<file path="src/shared/essc_pkg.sv">
package essc_pkg;

  // Register byte offsets on the Avalon-MM slave (word aligned).
  localparam logic [3:0] OFS_OPT_CAP  = 4'h0;  // Optional speed capability.
  localparam logic [3:0] OFS_STATUS   = 4'h4;  // Extended speed status.
  localparam logic [3:0] OFS_CONTROL  = 4'h8;  // Extended speed control.
  localparam logic [3:0] OFS_SUPPORT  = 4'hc;  // Local support and compliance.

  // Field positions.
  localparam int RATE_W        = 7;   // Width of every rate field.
  localparam int CAL_DONE_BIT  = 7;   // Status calibration done bit.
  localparam int CAL_REQ_BIT   = 7;   // Control calibration request bit.
  localparam int RATE_HIGH_LSB = 8;   // Control target rate high field.
  localparam int SUPPORT_BIT   = 0;   // Support register: support flag.
  localparam int COMPL_BIT     = 1;   // Support register: compliance flag.

  // Reset values.
  localparam logic [6:0]  RATE_RESET = 7'h00;  // Inactive or no speed.
  localparam logic [31:0] RSVD_VALUE = 32'h0000_0000;

  // Rate encodings.
  localparam logic [6:0] RATE_2G5  = 7'h01;
  localparam logic [6:0] RATE_5G0  = 7'h02;
  localparam logic [6:0] RATE_8G0  = 7'h03;
  localparam logic [6:0] RATE_16G0 = 7'h06;
  localparam logic [6:0] RATE_20G0 = 7'h0a;
  localparam logic [6:0] RATE_25G0 = 7'h0f;

  // Wait count at which a register access answers; waitrequest stays high for this plus one cycle.
  localparam logic [1:0] BUS_WAIT_CYCLES = 2'h1;

endpackage : essc_pkg

</file>
<file path="src/core/essc_regs.sv">
// Our own choices: the register offsets and the Avalon-MM interface to the registers.
`timescale 1ns/1ps
`default_nettype none

////////////////////////////////////////////////////////////////////////////////
// Extended speed status and control register bank on Avalon-MM.
////////////////////////////////////////////////////////////////////////////////

// Operation
// - Optional capability register all reserved, reads zero.
// - Bank exists only when support flag set.
// - Status reports negotiated rate, seven bits.
// - Rate resets to zero meaning inactive.
// - Calibration done set when calibration finishes.
// - Writing one to request starts calibration.
// - Calibrate only in non-D0 idle L1.
// - Calibration request always reads zero.
// - Low target rate field bits 6:0.
// - High target rate field bits 14:8.
// - Controls sticky while compliance flag set.
// - Target rates reset to no speed.
// - Status upper bits read zero.
module essc_regs (
  input  wire logic        clk_sys,
  input  wire logic        nrst,
  input  wire logic        sticky_nrst,          // Reset that clears the sticky fields.
  // Avalon-MM slave.
  input  wire logic [3:0]  avs_address,          // Byte address.
  input  wire logic        avs_read,
  input  wire logic        avs_write,
  input  wire logic [31:0] avs_writedata,
  input  wire logic [3:0]  avs_byteenable,
  output logic [31:0]      avs_readdata,
  output logic             avs_waitrequest,
  output logic [1:0]       avs_response,
  // Physical layer and link state machine side, asynchronous.
  input  wire logic        ext_speed_support_flag,  // Strap: mode supported.
  input  wire logic [6:0]  negotiated_rate_in,      // Rate from the link.
  input  wire logic        link_low_power,          // Link in a non-D0 state.
  input  wire logic        link_in_l1,              // Link idle in L1.
  input  wire logic        phy_cal_finished,        // Physical layer done.
  output logic             phy_cal_start,           // Calibration start pulse.
  output logic [6:0]       target_rate_low,
  output logic [6:0]       target_rate_high
);

  ////////////////////////////////////////////////////////////////////////////
  // State.
  ////////////////////////////////////////////////////////////////////////////

  typedef struct packed {
    logic [1:0] sy_sup;     // Support strap synchroniser.
    logic [1:0] sy_lp;      // Low power synchroniser.
    logic [1:0] sy_l1;      // L1 synchroniser.
    logic [1:0] sy_done;    // Physical done synchroniser.
    logic [6:0] rate_s1;    // Rate synchroniser first stage.
    logic [6:0] rate_s2;    // Rate synchroniser second stage.
    logic [6:0] rate;       // Negotiated rate as shown.
    logic       support;    // Captured support flag.
    logic       compl;      // Compliance test flag.
    logic [1:0] wait_cnt;   // Access wait counter.
    logic       busy;       // Access in progress.
    logic       start;      // Calibration request pulse.
    logic [31:0] rdata;     // Read data register.
    logic [1:0] resp;       // Response code register.
  } essc_regs_s;

  essc_regs_s s_q;
  essc_regs_s s_d;

  // Sticky fields live apart so that a plain reset spares them under test.
  logic [6:0] rate_lo_q;
  logic [6:0] rate_lo_d;
  logic [6:0] rate_hi_q;
  logic [6:0] rate_hi_d;

  logic       cal_done;      // Done flag from the sequencer.
  logic       acc_done;      // The access completes this cycle.

  // Builds the status word; upper bits stay zero.
  function automatic logic [31:0] status_word(input logic [6:0] r, input logic d);
    status_word = essc_pkg::RSVD_VALUE;
    status_word[essc_pkg::RATE_W-1:0] = r;
    status_word[essc_pkg::CAL_DONE_BIT] = d;
  endfunction : status_word

  // Merges write data into a seven bit field under byte enables.
  function automatic logic [6:0] merge7(input logic [6:0] old, input logic [6:0] nw,
                                        input logic en);
    merge7 = en ? nw : old;
  endfunction : merge7

  ////////////////////////////////////////////////////////////////////////////
  // Access engine.
  ////////////////////////////////////////////////////////////////////////////

  assign acc_done = s_q.busy && (s_q.wait_cnt == essc_pkg::BUS_WAIT_CYCLES);

  // Next state: synchronisers, strap capture and the register access.
  always_comb begin
    s_d         = s_q;
    rate_lo_d   = rate_lo_q;
    rate_hi_d   = rate_hi_q;
    s_d.start   = 1'b0;
    s_d.sy_sup  = {s_q.sy_sup[0], ext_speed_support_flag};
    s_d.sy_lp   = {s_q.sy_lp[0], link_low_power};
    s_d.sy_l1   = {s_q.sy_l1[0], link_in_l1};
    s_d.sy_done = {s_q.sy_done[0], phy_cal_finished};
    s_d.rate_s1 = negotiated_rate_in;
    s_d.rate_s2 = s_q.rate_s1;
    s_d.support = s_q.sy_sup[1];
    // Rate shows zero whenever the bank is absent.
    s_d.rate    = s_q.sy_sup[1] ? s_q.rate_s2 : essc_pkg::RATE_RESET;
    if (!s_q.busy) begin
      if (avs_read || avs_write) begin
        s_d.busy     = 1'b1;
        s_d.wait_cnt = 2'h0;
      end
    end else if (!acc_done) begin
      s_d.wait_cnt = s_q.wait_cnt + 2'h1;
      // Read data and response are formed one cycle before the answer.
      s_d.resp  = 2'h0;
      s_d.rdata = essc_pkg::RSVD_VALUE;
      if (!s_q.support && (avs_address != essc_pkg::OFS_SUPPORT)) begin
        // Absent bank: reads zero, writes dropped.
        s_d.rdata = essc_pkg::RSVD_VALUE;
      end else if (avs_address == essc_pkg::OFS_OPT_CAP) begin
        s_d.rdata = essc_pkg::RSVD_VALUE;
      end else if (avs_address == essc_pkg::OFS_STATUS) begin
        s_d.rdata = status_word(s_q.rate, cal_done);
      end else if (avs_address == essc_pkg::OFS_CONTROL) begin
        s_d.rdata[essc_pkg::RATE_W-1:0] = rate_lo_q;
        s_d.rdata[essc_pkg::RATE_HIGH_LSB +: essc_pkg::RATE_W] = rate_hi_q;
        s_d.rdata[essc_pkg::CAL_REQ_BIT] = 1'b0;
      end else if (avs_address == essc_pkg::OFS_SUPPORT) begin
        s_d.rdata[essc_pkg::SUPPORT_BIT] = s_q.support;
        s_d.rdata[essc_pkg::COMPL_BIT]   = s_q.compl;
      end else begin
        s_d.resp = 2'h2;  // Unmapped address answers slave error.
      end
    end else begin
      s_d.busy = 1'b0;
      if (avs_write && (s_q.resp == 2'h0)) begin
        if (avs_address == essc_pkg::OFS_CONTROL && s_q.support) begin
          // Software keeps to supported rates; no filtering here.
          rate_lo_d = merge7(rate_lo_q, avs_writedata[6:0], avs_byteenable[0]);
          rate_hi_d = merge7(rate_hi_q, avs_writedata[14:8], avs_byteenable[1]);
          s_d.start = avs_byteenable[0] && avs_writedata[essc_pkg::CAL_REQ_BIT];
        end else if (avs_address == essc_pkg::OFS_SUPPORT && avs_byteenable[0]) begin
          s_d.compl = avs_writedata[essc_pkg::COMPL_BIT];
        end
      end
    end
  end

  // Main registers; the compliance flag is itself sticky.
  always_ff @(posedge clk_sys) begin
    if (!nrst) begin
      s_q <= '{compl: s_q.compl, default: '0};
    end else begin
      s_q <= s_d;
    end
    if (!sticky_nrst) begin
      s_q.compl <= 1'b0;
    end
  end

  // Target rates: a plain reset clears them unless compliance holds them.
  always_ff @(posedge clk_sys) begin
    if (!sticky_nrst || (!nrst && !s_q.compl)) begin
      rate_lo_q <= essc_pkg::RATE_RESET;
      rate_hi_q <= essc_pkg::RATE_RESET;
    end else if (!nrst) begin
      rate_lo_q <= rate_lo_q;
      rate_hi_q <= rate_hi_q;
    end else begin
      rate_lo_q <= rate_lo_d;
      rate_hi_q <= rate_hi_d;
    end
  end

  ////////////////////////////////////////////////////////////////////////////
  // Calibration sequencer.
  ////////////////////////////////////////////////////////////////////////////

  essc_cal_seq u_cal (
    .clk_sys   (clk_sys),
    .nrst      (nrst),
    .start     (s_q.start),
    .low_power (s_q.sy_lp[1]),
    .in_l1     (s_q.sy_l1[1]),
    .phy_done  (s_q.sy_done[1]),
    .phy_start (phy_cal_start),
    .done      (cal_done)
  );

  // Outputs.
  assign avs_waitrequest  = !acc_done;
  assign avs_readdata     = s_q.rdata;
  assign avs_response     = s_q.resp;
  assign target_rate_low  = rate_lo_q;
  assign target_rate_high = rate_hi_q;

  ////////////////////////////////////////////////////////////////////////////
  // Checks.
  ////////////////////////////////////////////////////////////////////////////

  status_upper_a: assert property (@(posedge clk_sys) disable iff (!nrst)
    acc_done && avs_address == essc_pkg::OFS_STATUS |-> avs_readdata[31:8] == 24'h0)
    else $error("status upper bits not zero");

  req_reads_zero_a: assert property (@(posedge clk_sys) disable iff (!nrst)
    acc_done && avs_address == essc_pkg::OFS_CONTROL |-> !avs_readdata[7])
    else $error("calibration request read as one");

  opt_cap_zero_a: assert property (@(posedge clk_sys) disable iff (!nrst)
    acc_done && avs_address == essc_pkg::OFS_OPT_CAP |-> avs_readdata == 32'h0)
    else $error("optional capability not zero");

  absent_bank_a: assert property (@(posedge clk_sys) disable iff (!nrst)
    !s_q.support |-> s_q.rate == 7'h00 || $past(s_q.sy_sup[1]))
    else $error("rate shown while bank absent");

  req_start_a: assert property (@(posedge clk_sys) disable iff (!nrst)
    acc_done && avs_write && avs_address == essc_pkg::OFS_CONTROL && s_q.support
      && s_q.resp == 2'h0 && avs_byteenable[0] && avs_writedata[7] |=> s_q.start)
    else $error("calibration request not taken");

  rate_write_a: assert property (@(posedge clk_sys) disable iff (!nrst)
    acc_done && avs_write && avs_address == essc_pkg::OFS_CONTROL && s_q.support
      && avs_byteenable[1] |=> rate_hi_q == $past(avs_writedata[14:8]))
    else $error("high rate not written");

  rate_reset_a: assert property (@(posedge clk_sys)
    !sticky_nrst |=> rate_lo_q == 7'h00 && rate_hi_q == 7'h00)
    else $error("target rates not cleared");

  sticky_hold_a: assert property (@(posedge clk_sys) disable iff (!sticky_nrst)
    !nrst && s_q.compl |=> rate_lo_q == $past(rate_lo_q))
    else $error("sticky rate lost in reset");

endmodule : essc_regs

`default_nettype wire

</file>
<file path="src/core/essc_cal_seq.sv">
`timescale 1ns/1ps
`default_nettype none

// Calibration sequencer: holds a pending request until the link is parked
// in a non-D0 power state with the link state machine idle in L1.
module essc_cal_seq (
  input  wire logic clk_sys,
  input  wire logic nrst,
  input  wire logic start,       // One-cycle pulse from a written request.
  input  wire logic low_power,   // Synchronised: link in a non-D0 state.
  input  wire logic in_l1,       // Synchronised: link idle in L1.
  input  wire logic phy_done,    // Synchronised: physical layer finished.
  output logic      phy_start,   // Pulse that starts physical calibration.
  output logic      done         // Calibration done flag.
);

  typedef enum logic [1:0] {CS_IDLE, CS_WAIT, CS_RUN} essc_cs_e;

  typedef struct packed {
    essc_cs_e st;     // Sequencer state.
    logic     go;     // Start pulse register.
    logic     done;   // Done flag.
  } essc_cs_s;

  essc_cs_s s_q;
  essc_cs_s s_d;

  // Next state logic; a new request always restarts the sequence.
  always_comb begin
    s_d    = s_q;
    s_d.go = 1'b0;
    case (s_q.st)
      CS_WAIT: begin
        if (low_power && in_l1) begin
          s_d.go = 1'b1;
          s_d.st = CS_RUN;
        end
      end
      CS_RUN: begin
        if (phy_done) begin
          s_d.done = 1'b1;
          s_d.st   = CS_IDLE;
        end
      end
      default: begin
      end
    endcase
    if (start) begin
      // A fresh request clears done and waits again; it wins over completion.
      s_d.done = 1'b0;
      s_d.go   = 1'b0;
      s_d.st   = CS_WAIT;
    end
  end

  // State register.
  always_ff @(posedge clk_sys) begin
    if (!nrst) begin
      s_q <= '{st: CS_IDLE, go: 1'b0, done: 1'b0};
    end else begin
      s_q <= s_d;
    end
  end

  assign phy_start = s_q.go;
  assign done      = s_q.done;

  // Calibration never starts outside low power L1.
  cal_gated_a: assert property (@(posedge clk_sys) disable iff (!nrst)
    $rose(s_q.go) |-> $past(low_power) && $past(in_l1))
    else $error("calibration started outside low power L1");

  // Done is only raised by a physical layer completion.
  done_cause_a: assert property (@(posedge clk_sys) disable iff (!nrst)
    $rose(s_q.done) |-> $past(phy_done) && $past(s_q.st == CS_RUN))
    else $error("done raised without completion");

  // Done holds until a new request.
  done_hold_a: assert property (@(posedge clk_sys) disable iff (!nrst)
    s_q.done && !start |=> s_q.done)
    else $error("done dropped without request");

endmodule : essc_cal_seq

`default_nettype wire

</file>
<file path="config.mk">
export PLATFORM = sky130hd
export DESIGN_NAME = essc_regs
export DESIGN_NICKNAME = d
export VERILOG_FILES = /design/src/shared/essc_pkg.sv /design/src/core/essc_regs.sv /design/src/core/essc_cal_seq.sv
export SDC_FILE = /design/constraint.sdc
export NUM_CORES = 1
export LEC_CHECK = 0
export BUFFER_PORTS_ARGS = -buffer_cell sky130_fd_sc_hd__buf_2
export CAP_MARGIN = 5
export CORE_MARGIN = 2
export CORE_UTILIZATION = 45
export CTS_CLUSTER_SIZE = 12
export DETAILED_ROUTE_END_ITERATION = 6
export PLACE_DENSITY_LB_ADDON = 0.15
export SETUP_SLACK_MARGIN = 0.3
export SKIP_LAST_GASP = 1
export SYNTH_ARGS = -nofsm -noshare
export SYNTH_HDL_FRONTEND = slang
export SYNTH_SLANG_ARGS = --single-unit
export TNS_END_PERCENT = 10
</file>
<file path="constraint.sdc">
create_clock -name clk_sys -period 5.2 [get_ports clk_sys]
set_input_delay 0.26 -clock clk_sys [delete_from_list [all_inputs] [get_ports clk_sys]]
set_output_delay 0.26 -clock clk_sys [all_outputs]
set_load 0.005 [all_outputs]
</file>
==> results.toml, run 1 <==
[clock_network]
ctsHoldBuffers = 0
cts_buffer_depth = 2
cts-resized-gates = 0
cts_tree = "done"
cts_max_level = 3
cts_sinks = 69
cts_root_buffer = "clkbuf_8"
postCtsSetupBuffers = 0
clk_pin_slew_worst_paths_ps = 80
clk_latency_ps = 340
numCtsBuffers = 9

[timing]
hold_viol = 0
tns_ps = 0
fmax_mhz = 508
setup_viol = 0
maxSlewHeadroom_pct = 34.2
finalClockSkew_ps = 8.53
rsz0062_at_grt = "false"
fin_crit_ps = 1970
tightestPinTransition_ps = 986
period_share_pct = 37.8
slew_violations = 0
worst_slack_ps = 3230

[synthesis]
synth_ff_type = "dfxtp_1"
yosysUniqueCellTypes = 36
avgSynthCellArea_um2 = 9.61
ys_seq_elements = 69
synth_xor_area_share_pct = 0
syn_inst = 290
synth_top_family_by_area = "simple AND/OR/NAND/NOR gates"
synthMuxAreaShare_pct = 6.20
ys_seq_area_share_pct = 49.6
synth-simple-area-share_pct = 22.6
async_flop_share_pct = 0
synth_commonest_cells = "69 x dfxtp_1, 42 x nand2_1, 34 x buf_4"
synthAdderAreaFrac_pct = 0.808
synthTopCellsByArea = "dfxtp_1 50%, buf_4 9.2%, nand2_1 5.7%"
synth_edf_count = 0
synth.most_common_cell = "dfxtp_1"
synth_top_cell_by_area = "dfxtp_1"
synth_top_area_share_pct = 49.6
synth_compound_area_share_pct = 8.40
yosysWarnings = 0
syn_area_um2 = 2790

[min_path]
hp-start = "negotiated_rate_in[5]"
hold_class = "in2reg"

[place]
placedCellCount = 400
dpl.hpwl_um = 3480
dpl_worst_slack_ps = 3080
gp_congestion = 0.673
port_buffers = 68

[grt]
grt_pass1_wl_um = 7790
grt.overflow.total = 0
grt_max_degree = 56
grt_usage_pct = 15.5
grt_pass1_vias = 1714
antenna_found_initial = 0

[status]
status = "finished, final reports clean"

[routing]
drtIter0Drc = 76
wl_per_cell_um = 11.9
final_antenna_net_count = 0
via_count = 1964
vias_per_cell = 4.72
drtPass1Iterations = 4
drc_errors = 0
routed_wirelength_um = 4960

[floorplanning]
start_util_pct = 46.8
die_w_um = 82.7
rows = 28
ios = 106
dieArea_um2 = 6840
core_um2 = 5960
die_h_um = 82.7

[run]
drv_cap = 0

[setup_path]
crit_start = "avs_response[1]"
cp-end-kind = "flop"
crit_fanout = 8
critical_path_class = "reg2reg"
required_ps = 5470
r2r_start = "avs_response[1]"
worstPathArrival_ps = 2240
startpoint_type = "flop"

[finish]
num_antenna_cells = 0
syn_to_final_growth_pct = 14.2
layout.cells.non_filler = 416
nNetsFinal = 393
drive_gt1_share_pct = 26.7

[power]
power.density_nw_per_um2 = 328
vdd_drop_max_mv = 0.261
p_leak_nw = 1.37
## registers in the layout (all words and copies together) (netlist names)
register,cells
s_q,23
avs_readdata,15
s_d,12
target_rate_high,7
target_rate_low,7
u_cal.s_q,2
avs_response,1
u_cal.done,1
u_cal.phy_start,1
## worst paths after layout
kind                              to  slack [ps]  cells after the start
hold / removal               s_d[52]         120                      2
setup / recovery  target_rate_low[2]        3230                      3
hold reg to reg              s_d[39]         440                      1
setup reg to reg  target_rate_low[2]        3230                      3
## worst max-delay path, stage by stage (launching register included)
cell and delay, ps:
dfxtp_1 350, or4b_4 600, nor4_4 700, mux2i_1 250
## metal layers
layer	vias up	share of wire, %	global-route usage (%)
met2	59	46	25.1
li1	1012	-	-
met5	-	0	0
met1	886	46	18.2
met3	7	6.8	5.54
met4	0	1.7	7.87
## layout by cell type (no fill, tap or decap), drive strengths merged, types with 7 or more instances in the layout
cell type	synthesis	routed
clkbuf	17	10
nand4	7	7
and2	25	25
buf	34	69
a21boi	11	11
conb	1	18
dfxtp	69	69
mux2i	15	15
nand2	42	42
inv	6	7
nand3	7	7
and3	7	7
## cells by family after synthesis
kind of cell / count (synthesis)
other: 1
and+or+nand+nor: 112
buffers and inverters: 57
muxes: 17
adders and majority gates: 2
AOI/OAI and AO/OA: 32
DFF: 69
## metrics by stage
stage	utilization (%)	total power [mW]	instance area [um2]	hold slack, ps
after floorplan	-	0.602	2850	387
after global placement	49.9	0.612	2970	417
after detailed placement	49.9	0.612	2970	418
after CTS	53.4	1.06	3180	97.8
after global routing	53.4	1.10	3180	97.9
final	53.4	1.04	3180	116
## area by class of cell
class,instances,area (um2)
timing repair buffer,69,348
tap,75,93.8
clock buffer,10,138
fill,580,2770
clock inverter,6,71.3
multi-input combinational,181,1130
sequential,69,1380
inverter,6,22.5
## power by group
| group | total, mW | internal, mW | leakage (nW) | switching (mW) |
|---|---|---|---|---|
| registers | 0.542 | 0.538 | 0.561 | 0.00376 |
| logic | 0.0580 | 0.0229 | 0.705 | 0.0352 |
| clock network | 0.443 | 0.238 | 0.0991 | 0.205 |
| total | 1.04 | 0.799 | 1.37 | 0.244 |
(Power assumes the default switching activity.)
==> run 2: changes to the inputs <==
==> constraint.sdc (replaced) <==
create_clock -name clk_sys -period 2 [get_ports clk_sys]
set_input_delay 0.1 -clock clk_sys [delete_from_list [all_inputs] [get_ports clk_sys]]
set_output_delay 0.1 -clock clk_sys [all_outputs]
set_load 0.005 [all_outputs]
==> results.toml, run 2 (same netlist as run 1, synthesis figures left out) <==
[timing]
hold_viol = 0
fmax_mhz = 613
rsz0062_at_grt = "true"
period_share_pct = 81.6
whs_ps = 12.1
finalClockSkew_ps = 8.35
maxSlewHeadroom_pct = 59.0
setup_viol = 0
tightestPinTransition_ps = 615
tns_ps = 0
slew_violations = 0
fin_crit_ps = 1630

[routing]
final_antenna_net_count = 0
met2_length_um = 2360
top_layer_used = "met4"
drtIter0Drc = 62
drt-met1-wl_um = 2440
wl_met3_um = 312
routed_wirelength_um = 5230
drc_errors = 0
vias_per_cell = 4.57
wl_per_cell_um = 11.8
via_count = 2035
drtPass1Iterations = 4

[clock_network]
numCtsBuffers = 9
cts_tree = "done"
clk_latency_ps = 340
cts_sinks = 69
cts_buffer_depth = 2
cts_root_buffer = "clkbuf_8"
postCtsSetupBuffers = 0
clk_pin_slew_worst_paths_ps = 80
cts_max_level = 3

[floorplanning]
ios = 106
die_w_um = 82.7
start_util_pct = 46.8
core_um2 = 5960
dieArea_um2 = 6840
die_h_um = 82.7
rows = 28

[finish]
largest_reg_flops = 23
nNetsFinal = 422
syn_to_final_growth_pct = 23.9
fin_util_pct = 58.0
drive_gt1_share_pct = 26.2
final_common_cell = "dfxtp_1"
layout.cells.non_filler = 445
regMostFlops = "s_q"
num_antenna_cells = 0
final_cell_mix = "69 x dfxtp_1, 68 x buf_2, 42 x nand2_1"

[place]
gp_congestion = 0.713
placedCellCount = 406
port_buffers = 68
dpl.hpwl_um = 3600

[grt]
grt_usage_pct = 16.1
grt.overflow.total = 0
grt_pass1_wl_um = 8070
antenna_found_initial = 0
grt_max_degree = 45
grt_pass1_vias = 1828

[min_path]
hold_class = "in2reg"

[setup_path]
startpoint_type = "flop"
crit_fanout = 8
worstPathArrival_ps = 1900
cp-end-kind = "flop"
critical_path_class = "reg2reg"
required_ps = 2270

[power]
vdd_drop_max_mv = 0.403
p_leak_nw = 1.50
power.total_mw = 2.73
power.density_nw_per_um2 = 791

[status]
status = "finished, final reports clean"

[run]
drv_cap = 0
run 2: cell types whose count changed in the layout (fill, tap and decap cells not counted), sizes merged:
cell / previous run / this run
buf: 69 / 75
clkinvlp: 2 / 1
dlygate4sd3: 0 / 23
clkinv: 2 / 3
inv: 7 / 8
clkbuf: 10 / 9
run 2: power breakdown:
part	leakage, nW	internal [mW]	switching [mW]
Sequential	0.561	1.40	0.0102
Combinational	0.834	0.0961	0.0986
Clock	0.100	0.582	0.547
run 2: per-layer routing:
layer	up-vias	track usage [%]
li1	1072	-
met1	894	18.8
met2	57	26.1
met5	-	0
met4	0	8.85
met3	12	5.00
run 2: cell type report:
| class | instances | area (um2) |
|---|---|---|
| clock buffers | 9 | 124 |
| clock inverters | 7 | 73.8 |
| fillers | 539 | 2500 |
| flip-flops and latches | 69 | 1380 |
| inverters | 6 | 22.5 |
| well taps | 75 | 93.8 |
| repair buffers | 98 | 631 |
| multi-input cells | 181 | 1130 |
run 2: repair_timing:
action | in CTS | in global routing
setup endpoints to repair | 0 | 10
resized for setup | 0 | 2
hold buffers | 23 | 0
hold endpoints to repair | 23 | 0
run 2: metrics by stage:
step	cell area (um2)	worst slack (ps)
3_3_place_gp	3020	367
5_1_grt	3450	284
6_report	3450	369
4_1_cts	3450	331
2_1_floorplan	2850	326
3_5_place_dp	3020	339
run 2: worst paths after layout:
check	startpoint	endpoint	slack, ps	cells after the start
setup / recovery	avs_response[1]	target_rate_low[3]	370	4
hold / removal	avs_writedata[10]	target_rate_high[2]	10	3
setup reg to reg	avs_response[1]	target_rate_low[3]	370	4
hold reg to reg	s_d[48]	s_q[48]	440	1
run 2: worst max-delay path: stages, from the launching register on:
cell     delay [ps]
dfxtp_1         330
or4b_4          540
nor4_4          300
buf_6           200
mux2i_1         190
==> run 3: changes to the inputs <==
==> constraint.sdc (replaced) <==
create_clock -name clk_sys -period 1.6 [get_ports clk_sys]
set_input_delay 0.08 -clock clk_sys [delete_from_list [all_inputs] [get_ports clk_sys]]
set_output_delay 0.08 -clock clk_sys [all_outputs]
set_load 0.005 [all_outputs]
==> results.toml, run 3 (same netlist as run 1, synthesis figures left out) <==
[power]
intPower_mw = 2.60
swShare_pct = 23.1
power_frac_seq_pct = 52.0
clkPwrFrac_pct = 40.2
p_comb_share_pct = 7.8
p_leak_nw = 1.53
vdd_drop_max_mv = 0.690
power.density_nw_per_um2 = 954
switchingPower_mw = 0.783

[floorplanning]
ios = 106
rows = 28
core_um2 = 5960
dieArea_um2 = 6840
die_w_um = 82.7
die_h_um = 82.7
start_util_pct = 46.8

[grt]
antenna_found_initial = 1
grt_pass1_wl_um = 8330
grt_max_degree = 33
grt_usage_pct = 16.4
grt.overflow.total = 0
grt_pass1_vias = 1975

[setup_path]
startpoint_type = "flop"
cp-end-kind = "flop"
rr_endpoint = "target_rate_high[2]"
crit_fanout = 7
critical_path_class = "reg2reg"
r2r_start = "avs_response[1]"
r2r_slack_ps = -50
worstPathArrival_ps = 1910
r2r_cells = 4
required_ps = 1860

[clock_network]
cts_max_level = 3
cts_root_buffer = "clkbuf_8"
cts_buffer_depth = 2
cts_sinks = 69
clk_latency_ps = 340
clk_pin_slew_worst_paths_ps = 70
numCtsBuffers = 9
cts_tree = "done"

[finish]
fin_util_pct = 59.6
multi_input_area_um2 = 1140
final-seq-area_um2 = 1380
regMostFlops = "s_q"
largest_reg_flops = 23
final_common_cell = "dfxtp_1"
final_cell_mix = "69 x dfxtp_1, 68 x buf_2, 42 x nand2_1"
layout.cells.non_filler = 453
drive_gt1_share_pct = 27.1
syn_to_final_growth_pct = 27.3
finish.instance_area_um2 = 3550
nFillCells = 538
nNetsFinal = 429

[timing]
tns_ps = -86.8
finalClockSkew_ps = 4.40
worst_slack_ps = -47.7
fmax_mhz = 607
hold_viol = 0
setup_viol = 5
fin_crit_ps = 1650
rsz0062_at_grt = "true"
slew_violations = 0
period_share_pct = 103

[routing]
final_antenna_net_count = 0
wl_per_cell_um = 11.6
drc_errors = 0
drtIter0Drc = 77
drtPass1Iterations = 4
via_count = 2082
vias_per_cell = 4.60
routed_wirelength_um = 5280

[place]
dpl.hpwl_um = 3610
gp_congestion = 0.688
post_dp_cell_area_um2 = 3090
placedCellCount = 410
port_buffers = 68
dpl_worst_slack_ps = -31.6

[status]
status = "complete, but fails checks"
violations = "negative setup slack"

[min_path]
hold_class = "in2reg"
hp-start = "avs_writedata[10]"
hold_path_end = "target_rate_high[2]"
min_path_cells = 3

[run]
drv_cap = 0
run 3: critical path, cell delays in order, from the launching register on:
cell and delay [ps]:
dfxtp_1 310, or4b_4 530, nor4_4 350, buf_12 170, mux2i_2 200
run 3: worst max path at each step:
stage,startpoint,end,slack [ps]
after floorplan,avs_response[1],target_rate_low[0],-70
after global placement,avs_response[1],target_rate_low[6],8
after detailed placement,avs_response[1],target_rate_low[3],-30
after CTS,avs_response[1],target_rate_high[2],-30
after global routing,avs_response[1],target_rate_high[2],-110
final,avs_response[1],target_rate_high[2],-50
run 3: repair_timing:
item / CTS / global route
cloned: 0 / 0
gates resized for setup: 1 / 1
hold buffers: 26 / 0
buffers inserted: 0 / 0
pin swaps: 1 / 1
setup endpoints to repair: 35 / 35
endpoints found under the hold margin: 26 / 0
run 3: power groups by stage:
stage               logic, mW  registers [mW]  clock network [mW]
floorplan               0.158            1.80                   0
global placement        0.210            1.80                   0
detailed placement      0.213            1.80                   0
CTS                     0.262            1.76                1.40
global route            0.297            1.77                1.47
finish                  0.264            1.76                1.36
run 3: layer usage:
| layer | vias up | wire (um) | global-route usage, % |
|---|---|---|---|
| met5 | - | 0 | 0 |
| met4 | 0 | 73 | 7.05 |
| met3 | 9 | 342 | 5.43 |
| met2 | 57 | 2600 | 29.9 |
| met1 | 923 | 2260 | 17.0 |
| li1 | 1093 | - | - |
run 3: through the flow:
step / hold WS (ps) / total power, mW
final: 32.1 / 3.39
after CTS: 4.80 / 3.43
after floorplan: 207 / 1.96
after detailed placement: 288 / 2.01
after global placement: 284 / 2.01
after global routing: 19.5 / 3.53
run 3: cell type report:
cell class / instances / share of cell area (%)
antenna: 1 / 0.0705
clock buffer: 10 / 3.60
clock inverter: 6 / 1.80
inverter: 6 / 0.635
multi-input combinational: 181 / 32.0
sequential: 69 / 38.9
tap: 75 / 2.64
timing repair buffer: 105 / 20.3
